==> src/pkg/gco_pkg.sv <==
// gco_pkg: register map, field positions and reset values of the
// gated carrier output block.
// assumes a 32-bit axi4-lite slave with one aligned word per register.
package gco_pkg;
  // ==========================================================
  // bus
  localparam int GCO_AW = 6;
  localparam logic [1:0] GCO_RESP_OKAY = 2'h0;
  localparam logic [1:0] GCO_RESP_SLVERR = 2'h2;
  // ==========================================================
  // register offsets (byte addresses)
  localparam logic [GCO_AW-1:0] GCO_CARRIER_CTRL = 6'h00;
  localparam logic [GCO_AW-1:0] GCO_CARRIER_RELOAD = 6'h04;
  localparam logic [GCO_AW-1:0] GCO_INTERVAL_CTRL = 6'h08;
  localparam logic [GCO_AW-1:0] GCO_INTERVAL_COUNT = 6'h0C;
  localparam logic [GCO_AW-1:0] GCO_INTERVAL_RELOAD = 6'h10;
  localparam logic [GCO_AW-1:0] GCO_GATE_CTRL = 6'h14;
  localparam logic [GCO_AW-1:0] GCO_STATUS = 6'h18;
  localparam logic [GCO_AW-1:0] GCO_IRQ_MASK = 6'h1C;
  localparam logic [GCO_AW-1:0] GCO_SKIP_TEST = 6'h20;
  // ==========================================================
  // field positions
  localparam int GCO_RUN_BIT = 0;
  localparam int GCO_AUTO_BIT = 0;
  localparam int GCO_CAR_HI_LSB = 8;
  localparam int GCO_ST_FLAG_BIT = 0;
  localparam int GCO_ST_GATE_BIT = 1;
  localparam int GCO_ST_PIN_BIT = 2;
  // ==========================================================
  // reset values
  localparam logic [15:0] GCO_CAR_RELOAD_RST = 16'h0000;
  localparam logic [15:0] GCO_ITV_RELOAD_RST = 16'h0000;
  localparam logic GCO_MASK_RST = 1'b0;
endpackage

==> src/pkg/gco_tmr_if.sv <==
// gco_tmr_if: control and result signals of one reloading down counter.
// assumes both ends sit on the same clock.
`timescale 1ns/1ps
`default_nettype none
interface gco_tmr_if #(parameter int W = 8);
  logic run;
  logic tick;
  logic load;
  logic [W-1:0] load_val;
  logic [W-1:0] reload_val;
  logic [W-1:0] count;
  logic uf;
  modport timer (input run, tick, load, load_val, reload_val,
    output count, uf);
  modport user (output run, tick, load, load_val, reload_val,
    input count, uf);
endinterface
`default_nettype wire

==> src/rtl/gco_timer.sv <==
// gco_timer: down counter that underflows after reload plus one ticks.
// assumes tick and load come from logic on aclk.
`timescale 1ns/1ps
`default_nettype none
module gco_timer #(
  parameter int W = 8
) (
  input wire logic aclk,
  input wire logic aresetn,
  gco_tmr_if.timer t
);
  typedef struct packed {
    logic [W-1:0] count;
  } gco_tmr_s;

  gco_tmr_s st_r;
  gco_tmr_s st_nxt;

  if (W < 2 || W > 16) begin : g_chk
    $error("gco_timer: width must be 2 to 16");
  end

  // ==========================================================
  // count
  assign t.uf = t.run && t.tick && !t.load && (st_r.count == '0);
  assign t.count = st_r.count;

  always_comb begin
    st_nxt = st_r;
    if (t.load) begin
      st_nxt.count = t.load_val;
    end else if (t.uf) begin
      st_nxt.count = t.reload_val;
    end else if (t.run && t.tick) begin
      st_nxt.count = st_r.count - W'(1);
    end
  end

  always_ff @(posedge aclk) begin
    if (!aresetn) begin
      st_r <= '0;
    end else begin
      st_r <= st_nxt;
    end
  end
endmodule
`default_nettype wire

==> src/rtl/gco_top.sv <==
// gco_top: carrier timer, interval timer and automatic gating of the
// carrier pin, with an axi4-lite register slave.
// assumes xin is an asynchronous oscillator pin slower than aclk / 2.
//
// Overview of operation
// - carrier timer counts main oscillator input rising edges
// - start with auto gating enables carrier pin
// - interval end sets flag; skip-test read clears
// - interval lasts reload plus one carrier periods
// - stopping carrier timer disables carrier pin
// - deselecting auto gating disables carrier pin
// - half period lasts reload plus one input clocks
// - auto gating bit selected before timers start
`timescale 1ns/1ps
`default_nettype none
module gco_top #(
  parameter int CW = 8,
  parameter int IW = 8
) (
  input wire logic aclk,
  input wire logic aresetn,
  input wire logic xin,
  input wire logic [gco_pkg::GCO_AW-1:0] s_axi_awaddr,
  input wire logic s_axi_awvalid,
  output logic s_axi_awready,
  input wire logic [31:0] s_axi_wdata,
  input wire logic [3:0] s_axi_wstrb,
  input wire logic s_axi_wvalid,
  output logic s_axi_wready,
  output logic [1:0] s_axi_bresp,
  output logic s_axi_bvalid,
  input wire logic s_axi_bready,
  input wire logic [gco_pkg::GCO_AW-1:0] s_axi_araddr,
  input wire logic s_axi_arvalid,
  output logic s_axi_arready,
  output logic [31:0] s_axi_rdata,
  output logic [1:0] s_axi_rresp,
  output logic s_axi_rvalid,
  input wire logic s_axi_rready,
  output logic carrier_out_pin,
  output logic irq
);
  import gco_pkg::*;

  typedef struct packed {
    logic xs1;
    logic xs2;
    logic xs3;
    logic c_run;
    logic [CW-1:0] c_lo;
    logic [CW-1:0] c_hi;
    logic phase;
    logic i_run;
    logic [IW-1:0] i_reload;
    logic auto_sel;
    logic pin_en;
    logic gate_on;
    logic pin;
    logic flag;
    logic mask;
    logic aw_got;
    logic [GCO_AW-1:0] aw_addr;
    logic w_got;
    logic [31:0] w_data;
    logic [3:0] w_strb;
    logic bvalid;
    logic [1:0] bresp;
    logic rvalid;
    logic [1:0] rresp;
    logic [31:0] rdata;
  } gco_state_s;

  gco_state_s st_r;
  gco_state_s st_nxt;

  if (CW < 2 || CW > 8 || IW < 2 || IW > 16) begin : g_chk
    $error("gco_top: CW must be 2 to 8, IW 2 to 16");
  end

  gco_tmr_if #(.W(CW)) car ();
  gco_tmr_if #(.W(IW)) itv ();

  gco_timer #(.W(CW)) u_car (.aclk(aclk), .aresetn(aresetn), .t(car));
  gco_timer #(.W(IW)) u_itv (.aclk(aclk), .aresetn(aresetn), .t(itv));

  // ==========================================================
  // register readback
  function automatic logic [31:0] reg_val(input logic [GCO_AW-1:0] a);
    logic [31:0] v;
    v = '0;
    case (a)
      GCO_CARRIER_CTRL: v[GCO_RUN_BIT] = st_r.c_run;
      GCO_CARRIER_RELOAD: begin
        v[CW-1:0] = st_r.c_lo;
        v[GCO_CAR_HI_LSB +: CW] = st_r.c_hi;
      end
      GCO_INTERVAL_CTRL: v[GCO_RUN_BIT] = st_r.i_run;
      GCO_INTERVAL_COUNT: v[IW-1:0] = itv.count;
      GCO_INTERVAL_RELOAD: v[IW-1:0] = st_r.i_reload;
      GCO_GATE_CTRL: v[GCO_AUTO_BIT] = st_r.auto_sel;
      GCO_STATUS: begin
        v[GCO_ST_FLAG_BIT] = st_r.flag;
        v[GCO_ST_GATE_BIT] = st_r.gate_on;
        v[GCO_ST_PIN_BIT] = st_r.pin_en;
      end
      GCO_IRQ_MASK: v[GCO_ST_FLAG_BIT] = st_r.mask;
      GCO_SKIP_TEST: v[GCO_ST_FLAG_BIT] = st_r.flag;
      default: v = '0;
    endcase
    return v;
  endfunction

  function automatic logic mapped(input logic [GCO_AW-1:0] a);
    return (a[1:0] == 2'h0) && (a <= GCO_SKIP_TEST);
  endfunction

  // ==========================================================
  // timer hookup
  assign car.run = st_r.c_run;
  assign car.tick = st_r.xs2 && !st_r.xs3;
  assign car.load = !st_r.c_run;
  assign car.load_val = st_r.c_lo;
  assign car.reload_val = st_r.phase ? st_r.c_lo : st_r.c_hi;
  assign itv.run = st_r.i_run;
  assign itv.tick = car.uf && st_r.phase;
  assign itv.reload_val = st_r.i_reload;

  assign s_axi_awready = !st_r.aw_got && !st_r.bvalid;
  assign s_axi_wready = !st_r.w_got && !st_r.bvalid;
  assign s_axi_arready = !st_r.rvalid;

  // ==========================================================
  // next state
  logic wr_go;
  logic [31:0] wd;
  logic flag_clr;
  logic c_start;

  assign wr_go = st_r.aw_got && st_r.w_got && !st_r.bvalid;
  assign wd = (reg_val(st_r.aw_addr) & ~{{8{st_r.w_strb[3]}},
    {8{st_r.w_strb[2]}}, {8{st_r.w_strb[1]}}, {8{st_r.w_strb[0]}}})
    | (st_r.w_data & {{8{st_r.w_strb[3]}}, {8{st_r.w_strb[2]}},
    {8{st_r.w_strb[1]}}, {8{st_r.w_strb[0]}}});
  assign itv.load = wr_go && (st_r.aw_addr == GCO_INTERVAL_COUNT);
  assign itv.load_val = wd[IW-1:0];

  always_comb begin
    st_nxt = st_r;
    flag_clr = 1'b0;
    st_nxt.xs1 = xin;
    st_nxt.xs2 = st_r.xs1;
    st_nxt.xs3 = st_r.xs2;
    if (s_axi_awvalid && s_axi_awready) begin
      st_nxt.aw_got = 1'b1;
      st_nxt.aw_addr = s_axi_awaddr;
    end
    if (s_axi_wvalid && s_axi_wready) begin
      st_nxt.w_got = 1'b1;
      st_nxt.w_data = s_axi_wdata;
      st_nxt.w_strb = s_axi_wstrb;
    end
    if (st_r.bvalid && s_axi_bready) begin
      st_nxt.bvalid = 1'b0;
    end
    if (wr_go) begin
      st_nxt.aw_got = 1'b0;
      st_nxt.w_got = 1'b0;
      st_nxt.bvalid = 1'b1;
      st_nxt.bresp = mapped(st_r.aw_addr) ? GCO_RESP_OKAY : GCO_RESP_SLVERR;
      case (st_r.aw_addr)
        GCO_CARRIER_CTRL: st_nxt.c_run = wd[GCO_RUN_BIT];
        GCO_CARRIER_RELOAD: begin
          st_nxt.c_lo = wd[CW-1:0];
          st_nxt.c_hi = wd[GCO_CAR_HI_LSB +: CW];
        end
        GCO_INTERVAL_CTRL: st_nxt.i_run = wd[GCO_RUN_BIT];
        GCO_INTERVAL_RELOAD: st_nxt.i_reload = wd[IW-1:0];
        GCO_GATE_CTRL: st_nxt.auto_sel = wd[GCO_AUTO_BIT];
        GCO_STATUS: flag_clr = st_r.w_strb[0] && st_r.w_data[GCO_ST_FLAG_BIT];
        GCO_IRQ_MASK: st_nxt.mask = wd[GCO_ST_FLAG_BIT];
        default: st_nxt.mask = st_r.mask;
      endcase
    end
    if (st_r.rvalid && s_axi_rready) begin
      st_nxt.rvalid = 1'b0;
    end
    if (s_axi_arvalid && s_axi_arready) begin
      st_nxt.rvalid = 1'b1;
      st_nxt.rdata = reg_val(s_axi_araddr);
      st_nxt.rresp = mapped(s_axi_araddr) ? GCO_RESP_OKAY : GCO_RESP_SLVERR;
      if (s_axi_araddr == GCO_SKIP_TEST) begin
        flag_clr = 1'b1;
      end
    end
    st_nxt.flag = (st_r.flag && !flag_clr) || itv.uf;
    // carrier phase and pin enable
    c_start = st_nxt.c_run && !st_r.c_run;
    if (!st_r.c_run) begin
      st_nxt.phase = 1'b0;
    end else if (car.uf) begin
      st_nxt.phase = !st_r.phase;
    end
    if (!st_nxt.c_run || !st_nxt.auto_sel) begin
      st_nxt.pin_en = 1'b0;
    end else if (c_start) begin
      st_nxt.pin_en = 1'b1;
    end
    if (!st_r.i_run) begin
      st_nxt.gate_on = 1'b1;
    end else if (itv.uf && st_r.auto_sel) begin
      st_nxt.gate_on = !st_r.gate_on;
    end
    st_nxt.pin = st_nxt.pin_en && st_nxt.gate_on && st_nxt.phase;
  end

  always_ff @(posedge aclk) begin
    if (!aresetn) begin
      st_r <= '0;
      st_r.c_lo <= GCO_CAR_RELOAD_RST[CW-1:0];
      st_r.c_hi <= GCO_CAR_RELOAD_RST[GCO_CAR_HI_LSB +: CW];
      st_r.i_reload <= GCO_ITV_RELOAD_RST[IW-1:0];
      st_r.mask <= GCO_MASK_RST;
      st_r.gate_on <= 1'b1;
    end else begin
      st_r <= st_nxt;
    end
  end

  // ==========================================================
  // outputs
  assign carrier_out_pin = st_r.pin;
  assign irq = st_r.flag && st_r.mask;
  assign s_axi_bvalid = st_r.bvalid;
  assign s_axi_bresp = st_r.bresp;
  assign s_axi_rvalid = st_r.rvalid;
  assign s_axi_rresp = st_r.rresp;
  assign s_axi_rdata = st_r.rdata;
endmodule
`default_nettype wire
==> config.mk <==
export PLATFORM = sky130hd
export DESIGN_NAME = gco_top
export DESIGN_NICKNAME = d
export VERILOG_FILES = /design/src/pkg/gco_pkg.sv /design/src/pkg/gco_tmr_if.sv /design/src/rtl/gco_timer.sv /design/src/rtl/gco_top.sv
export SDC_FILE = /design/constraint.sdc
export NUM_CORES = 1
export LEC_CHECK = 0
export BUFFER_PORTS_ARGS = -buffer_cell sky130_fd_sc_hd__buf_2
export CAP_MARGIN = 15
export CORE_MARGIN = 5
export CORE_UTILIZATION = 50
export DETAILED_ROUTE_END_ITERATION = 8
export PLACE_DENSITY = 0.73
export SETUP_SLACK_MARGIN = 0.4
export SKIP_CTS_REPAIR_TIMING = 1
export SLEW_MARGIN = 30
export SYNTH_ARGS = -nofsm -noshare
export SYNTH_HDL_FRONTEND = slang
export SYNTH_SLANG_ARGS = --single-unit
==> constraint.sdc <==
create_clock -name aclk -period 3.2 [get_ports aclk]
set_clock_uncertainty 0.15 [all_clocks]
set_input_delay 0.32 -clock aclk [delete_from_list [all_inputs] [get_ports aclk]]
set_output_delay 0.32 -clock aclk [all_outputs]
set_load 0.005 [all_outputs]
After elaboration in Yosys (flattened, before gate mapping)
Cells that the tools add are included.
{ "word_totals": {"reg_bits": 100, "in_bits": 56, "elab_cells": 146} }
{ "classes": {"addsub": 2, "magnitude_cmp": 2, "eq_ne": 17, "n_mux": 36, "bitwise": 5, "n_reduce_logical": 57} }
{ "ops": {"columns": ["op", "count"], "rows": [
  ["$mux W8", 9],
  ["$eq A6 B5 Y1 const B", 8],
  ["$mux W35", 1],
  ["$and A16 B16 Y16", 2],
  ["$pmux W5 S3", 2],
  ["$logic_and A1 B1 Y1", 27],
  ["$eq A6 B4 Y1 const B", 4],
  ["$mux W17", 1],
  ["$logic_not A8 Y1", 2],
  ["$mux W16", 1],
  ["$not A16 Y16", 1],
  ["$or A16 B16 Y16", 1],
  ["$pmux W1 S8", 2],
  ["$pmux W2 S4", 2],
  ["$sub A8 B1 Y8 const B", 2],
  ["$mux W1", 15],
  ["$eq A6 B3 Y1 const B", 2],
  ["$eq A6 B6 Y1 const B", 2],
  ["$le A6 B6 Y1 const B", 2],
  ["$logic_not A1 Y1", 12],
  ["$logic_not A6 Y1", 2],
  ["$reduce_and A2 Y1", 4],
  ["$reduce_or A2 Y1", 3],
  ["$logic_not A2 Y1", 2],
  ["7 further kinds", 10]
]} }

Depth between registers and ports, before layout
{ "logic_depth": {"depth_word": 14, "depth_mapped": 10} }

Cells and area by module
From an unflattened synthesis, not the netlist that was laid out.
{ "unflattened": {"hier_cells": 631, "area_unflattened_um2": 5168.7} }
{ "by_module_without_submodules": {"columns": ["mod", "n_inst", "cells_per_inst", "area_each_um2", "seq_area_each_um2"], "rows": [
  ["gco_top", 1, 479, 4010.1, 1641.6],
  ["gco_timer", 2, 76, 579.3, 160.2]
]} }

Least setup slack after synthesis
Ideal clock, no wire load.
{ "synth_path": {"path_type": "register -> register", "startpoint": "register u_car.st_r, in the netlist u_car.t.count[3]", "endpoint": "register st_r, in the netlist carrier_out_pin", "setup_time_ps": 90, "arrival_time_ps": 2363, "path_slack_ps": 597, "path_stages_with_launch": 9, "synth_period_minus_slack_ps": 2603, "path_cell_list": "dfxtp_1 > or4_1 > nor2_1 > and3_1 > ha_1 > nand2_1 > or4_1 > and3_4 > nor4bb_2"} }
{ "synth_via": {"elab_chain_len": 11, "word_cells_on_any_way": 13, "cone_classes": "mux (4); reduce/logical (9)"} }
{ "synth_lines": {"columns": ["item", "line_no", "text"], "rows": [
  ["from (decl)", "gco_timer.sv:16", "gco_tmr_s st_r;"],
  ["from (signal assigned)", "gco_timer.sv:43", "st_r <= st_nxt;"],
  ["$logic_not A8 Y1 (*)", "gco_timer.sv:25", "assign t.uf = t.run && t.tick && !t.load && (st_r.count == '0);"],
  ["$logic_and A1 B1 Y1 (*)", "gco_timer.sv:25", null],
  ["$logic_and A1 B1 Y1", "gco_top.sv:125", "assign itv.tick = car.uf && st_r.phase;"],
  ["$logic_and A1 B1 Y1 (3 in a row)", "gco_timer.sv:25", null],
  ["$logic_and A1 B1 Y1", "gco_top.sv:210", "end else if (itv.uf && st_r.auto_sel) begin"],
  ["$mux W1", "gco_top.sv:210", null],
  ["$mux W1", "gco_top.sv:208", "if (!st_r.i_run) begin"],
  ["$logic_and A1 B1 Y1", "gco_top.sv:213", "st_nxt.pin = st_nxt.pin_en && st_nxt.gate_on && st_nxt.phase;"],
  ["$logic_and A1 B1 Y1 (*)", "gco_top.sv:213", null],
  ["to (signal assigned)", "gco_top.sv:225", "st_r <= st_nxt;"],
  ["to (decl)", "gco_top.sv:73", "gco_state_s st_r;"]
]} }
Mark *: on every way between the ends. The rest lies on a longest branch, timed or not.
A chain may end at the register's enable or synchronous reset.

Worst setup path in the final report
Same ends and word-level chain as after synthesis.

==> summary by stage <==
Timing
Setup repair after global routing left no endpoint under its margin. Headroom to the max-slew limit came out at 53.1%. The final total negative setup slack is 0 ps.

The slew at the pin closest to its max-slew limit is 702 ps. Setup violations remaining at the end of the flow were counted as 0. The minimum period implied by the final worst setup slack is 2720 ps. The ratio of final minimum period to clock period is 85.0%.

The number of max-slew violations in the final report is 0. The final hold violation count came to 0. Static timing analysis puts the maximum clock frequency at 368 MHz.

Die
During I/O placement, the number of pins put on the boundary was 99. After floorplanning, the core was divided into 37 placement rows. Once the floorplan was initialized, standard cells occupied 50.8% of the core. The die boundary height is 112 um. The die covers 0.0125 mm2. The die is 112 um wide.

The core box area is 0.0102 mm2.

Worst hold path
The class of the tightest hold or removal check is in2reg.

GRT
The pin count of the biggest net entering global routing is 37. Global routing finished with a remaining overflow of 0. The wire length of the first global-routing pass is 21900 um. The via count of the first global-routing pass is 4344. The total global routing track utilization is 20.9%. The initial antenna violation count came to 0.

Layout
Measured on the finished design, the core utilization comes to 54.8%. At the end of the flow, the number of nets in the layout was 707. Once layout is done, the placed cells without fillers occupy 0.00561 mm2.

The area growth from synthesis to layout is 7.82%. Cells with a size suffix above 1 make up 20.6% of the layout. The repair_antennas step left the layout with diodes totalling 0.

Synth
Summed over its instances, the top area cell type makes up 37.7% of the synthesized netlist area. In this run, synthesis produced a sequential element count of 98. The count of warnings emitted by yosys is 0. After synthesis, the share of flip-flops with an asynchronous set or reset is 0%. In this run, synthesis inferred 0 flip-flops with an integrated enable. Synthesis instantiated 67 different standard cells from the library. Summed over all instances, the cell type with the most area after synthesis is sky130_fd_sc_hd__dfxtp_1. Synthesis produced a netlist whose cell count is 623. The cell with the most instances after synthesis is sky130_fd_sc_hd__dfxtp_1. Sequential elements use 37.7% of the synthesized area.

The prevailing post-synth register cell is sky130_fd_sc_hd__dfxtp_1. Ranked by instance count, the synthesized netlist is headed by sky130_fd_sc_hd__dfxtp_1 (98), sky130_fd_sc_hd__nand2_1 (73), sky130_fd_sc_hd__nor2_1 (66). In this run the mean area of a mapped cell was 8.34 um2. The total standard cell area after synthesis is 0.00520 mm2. In the post-synthesis netlist, the biggest area contributors are sky130_fd_sc_hd__dfxtp_1 (38%), sky130_fd_sc_hd__buf_4 (5.5%), sky130_fd_sc_hd__nand2_1 (5.3%).

Route
The number of violations reported at the end of detailed-routing iteration 0 is 299. The via count is 4560. The number of DRC violations after detailed routing is 0. The detailed-router iteration count before antenna repair is 7. The routed design has 13000 um of wire. The average vias per placed instance is 5.79. In the final routed layout, each cell accounts on average for 16.5 um. In this run the remaining antenna-violating nets after routing total 0.

Place
Routability-driven placement finished with a final weighted congestion of 0.879. The total of buffers placed on input and output ports is 62. The post-place instance area is 0.00536 mm2. The post-DP HPWL is 9270 um.

Power and ir drop
VDD sags by at most 0.000259 V. Summing internal, switching and leakage power gives 2.32 mW. Dividing total power by cell area gives a power density of 414 mW/mm2. The total leakage power is 2.16 nW.

Setup path
The setup path with the least slack is of type reg2reg. The worst setup path is captured at a flop. The required time of the worst setup path is 3330 ps. In this run the worst path has a maximum fanout of 6. The nature of the critical path startpoint is a flop. At the worst endpoint, the arrival time is 2850 ps.

Clock network
TritonCTS built the clock tree. The number of clock buffers added by TritonCTS is 9. In this run the number of H-tree levels came out at 3.

The clock passes through at most 2 buffers. The cell at the root of the clock tree is sky130_fd_sc_hd__clkbuf_8. The clock net in this run drives a total of 98 sinks.

Clock-pin slew was measured on the worst setup and hold paths at 100 ps. At the later pin of the worst-skew pair, clock insertion delay measures 370 ps.

Job
The max-cap check violation count is 0.

Status
The flow ran to the end, and the final reports show no timing, DRC or antenna violations.
flip-flops by register name (all words and copies together), names as in the netlist:
register and cells:
car.load_val 8, car.run 1, carrier_out_pin 1, itv.reload_val 8, itv.run 1, s_axi_bresp 1
s_axi_bvalid 1, s_axi_rdata 16, s_axi_rresp 1, s_axi_rvalid 1, st_nxt 2, st_r 41
u_car.t.count 8, u_itv.t.count 8
placed cells by master (no fill, tap or decap), types with 4 or more instances in the layout:
cell                       Yosys  routed
sky130_fd_sc_hd__and3_1        5       5
sky130_fd_sc_hd__a22oi_1      12      12
sky130_fd_sc_hd__clkbuf_8      0       9
sky130_fd_sc_hd__nand2b_1      5       5
sky130_fd_sc_hd__mux2_2       11      11
sky130_fd_sc_hd__nand3_1      16      16
sky130_fd_sc_hd__conb_1        1      18
sky130_fd_sc_hd__o211ai_1      4       4
sky130_fd_sc_hd__nor3_1       19      19
sky130_fd_sc_hd__a32oi_1       4       4
sky130_fd_sc_hd__inv_1        10       9
sky130_fd_sc_hd__a221oi_1      8       8
sky130_fd_sc_hd__a211oi_1      9       9
sky130_fd_sc_hd__o31ai_1       4       4
sky130_fd_sc_hd__nor2_1       66      65
sky130_fd_sc_hd__buf_2         5      62
sky130_fd_sc_hd__nor4_1       10      10
sky130_fd_sc_hd__and2_1        7       7
sky130_fd_sc_hd__o211a_1       6       6
sky130_fd_sc_hd__a31oi_1      10      10
sky130_fd_sc_hd__o21ai_0      27      27
sky130_fd_sc_hd__buf_4        38      11
sky130_fd_sc_hd__nor2b_1       5       5
sky130_fd_sc_hd__o22ai_1       6       6
sky130_fd_sc_hd__mux2i_1      20      20
sky130_fd_sc_hd__or2_2         4       4
sky130_fd_sc_hd__nand2_1      73      73
sky130_fd_sc_hd__dfxtp_1      98      96
sky130_fd_sc_hd__a21oi_1      43      43
logic make-up (layout without fill, tap and decap cells):
| logic type | after synthesis | after routing | share of synthesized area [%] |
|---|---|---|---|
| fa+ha+maj | 4 | 4 | 0.963 |
| other cells | 1 | 18 | 0.0721 |
| simple gates | 238 | 238 | 23.7 |
| mux | 33 | 33 | 7.10 |
| xor+xnor | 2 | 2 | 0.337 |
| buf+inv | 89 | 101 | 9.58 |
| compound gates | 158 | 158 | 20.5 |
| flops | 98 | 98 | 37.7 |
stage by stage:
stage	hold slack [ps]	cells	setup slack, ps
6_report	9.19	788	480
5_1_grt	11.5	788	404
4_1_cts	-33.3	785	312
3_5_place_dp	271	769	374
3_3_place_gp	281	769	423
2_1_floorplan	262	640	597
final cells by class:
cell class	count	area, um2
inverters	10	37.5
clock buffers	9	124
clock inverters	7	58.8
multi-input cells	453	2840
well taps	136	170
flip-flops and latches	98	1960
repair buffers	75	413
fillers	967	4630
power breakdown:
part	total, mW	leakage (nW)	internal, mW	switching [mW]
Combinational	0.263	1.27	0.102	0.160
Sequential	1.30	0.797	1.26	0.0418
Clock	0.758	0.0925	0.296	0.462
Total	2.32	2.16	1.66	0.664
path summary, 6_finish.rpt:
path                                                     from                          to  slack (ps)  cells past startpoint
worst max-delay path            u_car.t.count[3]$_SDFFE_PN0P_  carrier_out_pin$_SDFF_PN0_         480                      8
worst min-delay path                                      xin      st_nxt[116]$_SDFF_PN0_           9                      2
worst max register to register  u_car.t.count[3]$_SDFFE_PN0P_  carrier_out_pin$_SDFF_PN0_         480                      8
worst min register to register         st_nxt[116]$_SDFF_PN0_      st_nxt[115]$_SDFF_PN0_         300                      1
per-layer routing:
layer | part of all wire [%] | global-route usage [%]
met1 | 46 | 29.3
met2 | 44 | 32.9
met3 | 8.3 | 4.67
met4 | 1.6 | 5.37
met5 | 0 | 0
critical path, cell delays in order, from the launching register on:
cell and delay (ps):
sky130_fd_sc_hd__dfxtp_2 360, sky130_fd_sc_hd__or4_4 560, sky130_fd_sc_hd__nor2_4 160, sky130_fd_sc_hd__and3_1 210
sky130_fd_sc_hd__ha_4 160, sky130_fd_sc_hd__nand2_1 80, sky130_fd_sc_hd__or4_1 500, sky130_fd_sc_hd__and3_4 190
sky130_fd_sc_hd__nor4bb_2 240
Note: power is estimated with default switching activity, not from simulation.
